`config.mk`:
```
export PLATFORM = sky130hd
export DESIGN_NAME = rfb_top
export DESIGN_NICKNAME = d
export VERILOG_FILES = /design/src/design/rfb_pkg.sv /design/src/design/rfb_buf.sv /design/src/design/rfb_top.sv
export VERILOG_INCLUDE_DIRS = /design/src /design/src/design
export SDC_FILE = /design/constraint.sdc
export NUM_CORES = 1
export LEC_CHECK = 0
export ABC_AREA = 1
export ABC_CLOCK_PERIOD_IN_PS = 2350
export BUFFER_PORTS_ARGS = -buffer_cell sky130_fd_sc_hd__buf_2
export CAP_MARGIN = 20
export CORE_MARGIN = 5
export CORE_UTILIZATION = 50
export DETAILED_ROUTE_END_ITERATION = 6
export PLACE_DENSITY = 0.75
export RECOVER_POWER = 25
export REMOVE_ABC_BUFFERS = 1
export SETUP_SLACK_MARGIN = 0.2
export SLEW_MARGIN = 20
export SYNTH_ARGS = -nofsm -noshare
export SYNTH_HDL_FRONTEND = slang
export SYNTH_HIERARCHICAL = 1
export SYNTH_SLANG_ARGS = --single-unit
```
`constraint.sdc`:
```
create_clock -name clk_i -period 2.35 [get_ports clk_i]
set_input_delay 0.47 -clock clk_i [delete_from_list [all_inputs] [get_ports clk_i]]
set_output_delay 0.47 -clock clk_i [all_outputs]
set_load 0.05 [all_outputs]
```
`src/design/rfb_cfg.svh`:
```
`ifndef RFB_CFG_SVH
`define RFB_CFG_SVH

`define RFB_IN_W      13
`define RFB_OUT_W     26
`define RFB_BUF_DEPTH 2
`define RFB_CLK_NS    20
`define RFB_ACT_NS    22
`define RFB_ACT_CYC   ((`RFB_ACT_NS + `RFB_CLK_NS - 1) / `RFB_CLK_NS)
`define RFB_CNT_W     2

`endif

```
`src/design/rfb_pkg.sv`:
```
`include "rfb_cfg.svh"

package rfb_pkg;

    typedef logic [`RFB_IN_W-1:0]  rfb_word_t;
    typedef logic [`RFB_OUT_W-1:0] rfb_wide_t;
    typedef logic [`RFB_CNT_W-1:0] rfb_cnt_t;

    typedef enum logic [1:0]
    {
        RFB_WAKE = 2'b01,
        RFB_RUN  = 2'b10
    } rfb_state_t;

endpackage

```
`src/design/rfb_buf.sv`:
```
`timescale 1ns/1ps
`include "rfb_cfg.svh"

module rfb_buf
    import rfb_pkg::*;
(
    // clock and reset
    input  wire logic      clk_i,
    input  wire logic      rst_n_i,
    // fill side
    input  wire logic      in_valid_i,
    output logic           in_ready_o,
    input  wire rfb_word_t in_data_i,
    // drain side
    output logic           out_valid_o,
    input  wire logic      out_ready_i,
    output rfb_word_t      out_data_o
);

    rfb_word_t mem_q [`RFB_BUF_DEPTH];
    rfb_word_t mem_d [`RFB_BUF_DEPTH];
    logic      wr_q;
    logic      wr_d;
    logic      rd_q;
    logic      rd_d;
    logic [1:0] cnt_q;
    logic [1:0] cnt_d;
    logic      push;
    logic      pop;

    ////////////////////////////////////////////////////////////////////////
    assign in_ready_o  = (cnt_q != 2'h2);
    assign out_valid_o = (cnt_q != 2'h0);
    assign out_data_o  = mem_q[rd_q];

    always_comb
    begin
        push  = in_valid_i && in_ready_o;
        pop   = out_valid_o && out_ready_i;
        mem_d = mem_q;
        if (push)
        begin
            mem_d[wr_q] = in_data_i;
        end
        wr_d  = push ? ~wr_q : wr_q;
        rd_d  = pop ? ~rd_q : rd_q;
        cnt_d = cnt_q + {1'b0, push} - {1'b0, pop};
    end

    // reset empties the buffer so no stale word reaches the outputs
    always_ff @(posedge clk_i or negedge rst_n_i)
    begin
        if (!rst_n_i)
        begin
            mem_q <= '{default: '0};
            wr_q  <= 1'b0;
            rd_q  <= 1'b0;
            cnt_q <= 2'h0;
        end
        else
        begin
            mem_q <= mem_d;
            wr_q  <= wr_d;
            rd_q  <= rd_d;
            cnt_q <= cnt_d;
        end
    end

endmodule

```
`src/design/rfb_top.sv`:
```
`timescale 1ns/1ps
`include "rfb_cfg.svh"

module rfb_top
    import rfb_pkg::*;
(
    // clock and reset
    input  wire logic      clk_i,
    input  wire logic      rst_n_i,
    // differential capture clock, sampled as data
    input  wire logic      cap_clk_t_i,
    input  wire logic      cap_clk_c_i,
    // captured input bits
    input  wire rfb_word_t captured_input_bits_i,
    output logic           in_ready_o,
    // registered output bits, two copies per input bit
    output rfb_wide_t      registered_output_bits_o,
    output logic           out_valid_o,
    input  wire logic      out_ready_i,
    // status
    output logic           rx_enabled_o
);

    ////////////////////////////////////////////////////////////////////////
    // each input bit drives outputs 2k and 2k+1
    function automatic rfb_wide_t dup(input rfb_word_t w);
        rfb_wide_t r;
        r = '0;
        for (int k = 0; k < `RFB_IN_W; k++)
        begin
            r[2*k]   = w[k];
            r[2*k+1] = w[k];
        end
        return r;
    endfunction

    rfb_state_t state_q;
    rfb_state_t state_d;
    rfb_cnt_t   cnt_q;
    rfb_cnt_t   cnt_d;
    logic       t_prev_q;
    logic       t_prev_d;
    logic       c_prev_q;
    logic       c_prev_d;
    logic       rx_en_q;
    logic       rx_en_d;
    logic       crossing;
    logic       cap_valid;
    logic       buf_ready;
    logic       buf_valid;
    rfb_word_t  buf_data;
    rfb_wide_t  out_q;
    rfb_wide_t  out_d;
    logic       ov_q;
    logic       ov_d;
    logic       ir_q;
    logic       ir_d;

    ////////////////////////////////////////////////////////////////////////
    // receiver wake-up: inputs ignored for the activation time after
    // release, so a controller that is late to drive data low cannot
    // leak a high onto the outputs
    always_comb
    begin
        state_d = state_q;
        cnt_d   = cnt_q;
        rx_en_d = rx_en_q;
        unique case (state_q)
            RFB_WAKE:
            begin
                cnt_d = cnt_q + rfb_cnt_t'(1);
                if (cnt_q == rfb_cnt_t'(`RFB_ACT_CYC - 1))
                begin
                    state_d = RFB_RUN;
                    rx_en_d = 1'b1;
                end
            end
            RFB_RUN:
            begin
                rx_en_d = 1'b1;
            end
        endcase
    end

    always_ff @(posedge clk_i or negedge rst_n_i)
    begin
        if (!rst_n_i)
        begin
            state_q <= RFB_WAKE;
            cnt_q   <= '0;
            rx_en_q <= 1'b0;
        end
        else
        begin
            state_q <= state_d;
            cnt_q   <= cnt_d;
            rx_en_q <= rx_en_d;
        end
    end

    ////////////////////////////////////////////////////////////////////////
    // crossing detect: true goes low to high while complement goes high
    // to low between two samples; the pair is sampled while waking too,
    // so a pin parked high is not seen as an edge once receivers come on
    always_comb
    begin
        t_prev_d  = cap_clk_t_i;
        c_prev_d  = cap_clk_c_i;
        crossing  = rx_en_q && !t_prev_q && c_prev_q
                    && cap_clk_t_i && !cap_clk_c_i;
        cap_valid = crossing;
    end

    always_ff @(posedge clk_i or negedge rst_n_i)
    begin
        if (!rst_n_i)
        begin
            t_prev_q <= 1'b0;
            c_prev_q <= 1'b1;
        end
        else
        begin
            t_prev_q <= t_prev_d;
            c_prev_q <= c_prev_d;
        end
    end

    ////////////////////////////////////////////////////////////////////////
    // two-entry buffer; a word captured while it is full is lost; in_ready_o
    // is buf_ready registered, so it goes low one cycle after the buffer fills
    rfb_buf u_buf
    (
        .clk_i       (clk_i),
        .rst_n_i     (rst_n_i),
        .in_valid_i  (cap_valid),
        .in_ready_o  (buf_ready),
        .in_data_i   (captured_input_bits_i),
        .out_valid_o (buf_valid),
        .out_ready_i (out_ready_i),
        .out_data_o  (buf_data)
    );

    ////////////////////////////////////////////////////////////////////////
    // output stage
    always_comb
    begin
        out_d = out_q;
        ov_d  = 1'b0;
        ir_d  = buf_ready;
        if (buf_valid && out_ready_i)
        begin
            out_d = dup(buf_data);
            ov_d  = 1'b1;
        end
    end

    // outputs cleared with the state, no clock needed
    always_ff @(posedge clk_i or negedge rst_n_i)
    begin
        if (!rst_n_i)
        begin
            out_q <= '0;
            ov_q  <= 1'b0;
            ir_q  <= 1'b0;
        end
        else
        begin
            out_q <= out_d;
            ov_q  <= ov_d;
            ir_q  <= ir_d;
        end
    end

    assign registered_output_bits_o = out_q;
    assign out_valid_o              = ov_q;
    assign in_ready_o               = ir_q;
    assign rx_enabled_o             = rx_en_q;

endmodule

```
==> metrics.cfg <==
[run_status]
status = finished, final reports clean

[routing]
drc_errors = 0
top_layer_used = met4
dr_wl_met2_um = 2230
drt-initial-drc-count = 93
finalWirelength_um = 4770
routed_wire_length_per_instance_um = 12.4
drt_first_pass_iters = 4
final_ant_viol_nets = 0
routed-via-count = 1881
routedLengthMet1_um = 2210
wl_met3_um = 247
drt-vias-per-instance = 4.87

[global_routing]
grt_start_max_net_pins = 31
grt_pass1_vias = 1795
wire_length_of_the_first_global_routing_pass_um = 8230
grt.total_usage_pct = 16.5
globalRoute.totalOverflow = 0
antenna_found_initial = 0

[critical_path]
path_cells = nand2_4, nand2_1, ha_1, inv_1, ha_1, nand3_1, nand2_1
crit_arrival_ns = 1.78
critPathBufInv = 1
critPathTopFamily = simple AND/OR/NAND/NOR gates
critPathCaptureType = flip-flop
crit_path_top_delay_cell = dfrtp_1
timing.critical_path.required_ns = 2.56
worstReg2RegStart = u_buf/cnt_q[1]
max_stage_delay_ns = 0.43
worst-r2r-setup-slack_ns = 0.78
crit_path_max_fanout = 30
worstRegToRegCells = 7
crit_path_start_kind = flip-flop
reg2reg_to = u_buf/cnt_q[1]
crit_type = flip-flop to flip-flop

[power_and_ir_drop]
power_report.internal_total_mw = 1.92
p_clk_share_pct = 14.4
power.ir.vdd_worst_mv = 0.509
switching_share_pct = 48.6
power.density_nw_per_um2 = 1380
comb_power_share_pct = 46.2
power_frac_seq_pct = 39.4
power.static_leakage_nw = 1.54
power_switching_mw = 1.81

[finish]
area_growth_syn_to_layout_pct = 8.55
final_common_cell = nand2_1
final_layout_size_suffix_gt1_share_pct = 20.4
finish.net_count = 339
finish.instance_area_um2 = 2700
diode_insertion_count_for_antenna_repair = 0
layout_common_cells = 136 x nand2_1, 50 x dfrtp_1, 44 x buf_2, 26 x nand4_1, 20 x nand3_1

[synth]
synthCells = 289
seq_area_frac_synth_pct = 52.4
register_bit_total_from_synthesis = 52
synth_async_sr_flop_share_pct = 100
post_synth_instance_area_um2 = 2490
edff_count_synth = 0
synth_top_area_share_pct = 50.3
mapped_avg_cell_area_um2 = 8.61
post-synth-top-area-cell = dfrtp_1
yosys-top-cells-area = dfrtp_1 50%, nand2_1 21%, nand4_1 6.5%
synth_top_flop_cell = dfrtp_1
number_of_warnings_issued_by_yosys = 6
ys_types = 16

[die]
design.core.area_um2 = 4790
die_area_um2 = 6490
rows = 25
ios = 47
die-width_um = 80.5
floorplan.initialDensity_pct = 52.0
die-height_um = 80.5

[cts]
source_to_sink_clock_delay_at_the_later_pin_of_the_worst_skew_pair_ns = 0.31
clk_root_buffer_cell = clkbuf_8
ctsHoldBuffers = 0
post_cts_buffers = 0
htreeDepth = 2
clock_sink_total = 52
numCtsBuffers = 5
clock_tree_from_tritoncts = built
path_clk_slew_ns = 0.09
cts_repair_resize_count = 0
cts.path.max_buffers = 2

[sta]
min_period_ns = 1.57
fin_ws_ns = 0.783
timing.hold.ws_ns = 0.262
max_frequency_mhz = 638
max_slew.worst_pin.slew_ns = 1.46
rsz0062_at_grt = false
timing.final.crit_share_pct = 66.7
setup_tns_ns = 0
finClkSkew_ns = 0.00737
final_hold_viol_count = 0
report.final.setup_viol = 0
slew_headroom_pct = 2.67
timing_max_transition_violations_final = 0

[place]
postPlaceCellArea_um2 = 2610
io_buffer_count = 46
globalplace.congestion = 0.728
detailedPlacementHpwl_um = 3360
detailedPlace.worstSlack_ns = 0.724

[worst_hold_path]
hold_path_startpoint = cap_clk_c_i
worst_hold_path.endpoint = c_prev_q
hold_path.class = primary input to flip-flop
hold_path_cells = 1

[run]
maxCapViolCount = 0

[metrics by stage]
stage	instances	util, %	power [mW]
2_1_floorplan	260	-	2.73
3_3_place_gp	378	54.5	3.18
3_5_place_dp	378	54.5	3.23
4_1_cts	386	56.5	3.78
5_1_grt	386	56.4	4.03
6_report	386	56.4	3.73
[sequential cells by signal, indices dropped and copies added (netlist names)]
| name | cells |
|---|---|
| c_prev_q | 1 |
| cnt_q | 2 |
| in_ready_o | 1 |
| out_valid_o | 1 |
| registered_output_bits_o | 13 |
| rx_enabled_o | 1 |
| state_q | 2 |
| t_prev_q | 1 |
| u_buf/cnt_q | 2 |
| u_buf/mem_q | 26 |
| u_buf/rd_q | 1 |
| u_buf/wr_q | 1 |
[worst max path at each step]
stage | from | to | slack, ns | cells after the start
6_report | u_buf/cnt_q[1] | u_buf/cnt_q[1] | 0.78 | 7
5_1_grt | rst_n_i | u_buf/mem_q[2] | 0.65 | 1
4_1_cts | u_buf/cnt_q[1] | u_buf/cnt_q[1] | 0.78 | 7
3_5_place_dp | cap_clk_c_i | u_buf/mem_q[23] | 0.72 | 8
3_3_place_gp | cap_clk_c_i | u_buf/mem_q[17] | 0.74 | 8
2_1_floorplan | rx_enabled_o | u_buf/cnt_q[1] | -0.40 | 8
[metal layers]
| metal | GRT usage (%) | up-vias |
|---|---|---|
| met5 | 0 | - |
| met4 | 6.59 | 0 |
| met3 | 3.48 | 7 |
| met2 | 27.2 | 45 |
| met1 | 21.1 | 862 |
| li1 | - | 967 |
[worst register-to-register path, stage by stage, from the launching register on]
cell	delay, ns
dfrtp_1	0.43
nand2_4	0.28
nand2_1	0.13
ha_1	0.29
inv_1	0.04
ha_1	0.18
nand3_1	0.08
nand2_1	0.05
[power by group through the flow]
stage / combinational (mW) / sequential, mW / clock (mW)
5_1_grt: 1.91 / 1.52 / 0.600
4_1_cts: 1.74 / 1.47 / 0.563
3_5_place_dp: 1.74 / 1.49 / 0
2_1_floorplan: 0.653 / 2.08 / 0
6_report: 1.72 / 1.47 / 0.537
3_3_place_gp: 1.71 / 1.47 / 0
[cell families (layout without fill, tap and decap cells)]
logic type | count (synthesis) | after routing | share of synthesized area (%)
AND/OR/NAND/NOR | 188 | 188 | 33.5
flip-flops | 52 | 52 | 52.4
buffers and inverters | 45 | 75 | 12.4
adder cells (fa/ha/maj) | 3 | 3 | 1.51
AO/OA/AOI/OAI | 1 | 1 | 0.201
[cell usage after synthesis, types with 2 or more instances]
cell type and instances:
buf_6 10, nand3_1 20, dfrtp_1 50, buf_2 3
inv_1 15, nand2_1 136, nand3_4 2, buf_4 16
nand4_1 26, dfstp_2 2, ha_1 3, nor2_1 2
[cell type report]
cell class	instances	area (um2)
Tap cell	67	83.8
Inverter	16	60.1
Multi-Input combinational cell	192	878
Sequential cell	52	1300
Clock buffer	6	82.6
Clock inverter	2	13.8
Timing Repair Buffer	51	278
Fill cell	473	2090
(Power assumes the default switching activity.)
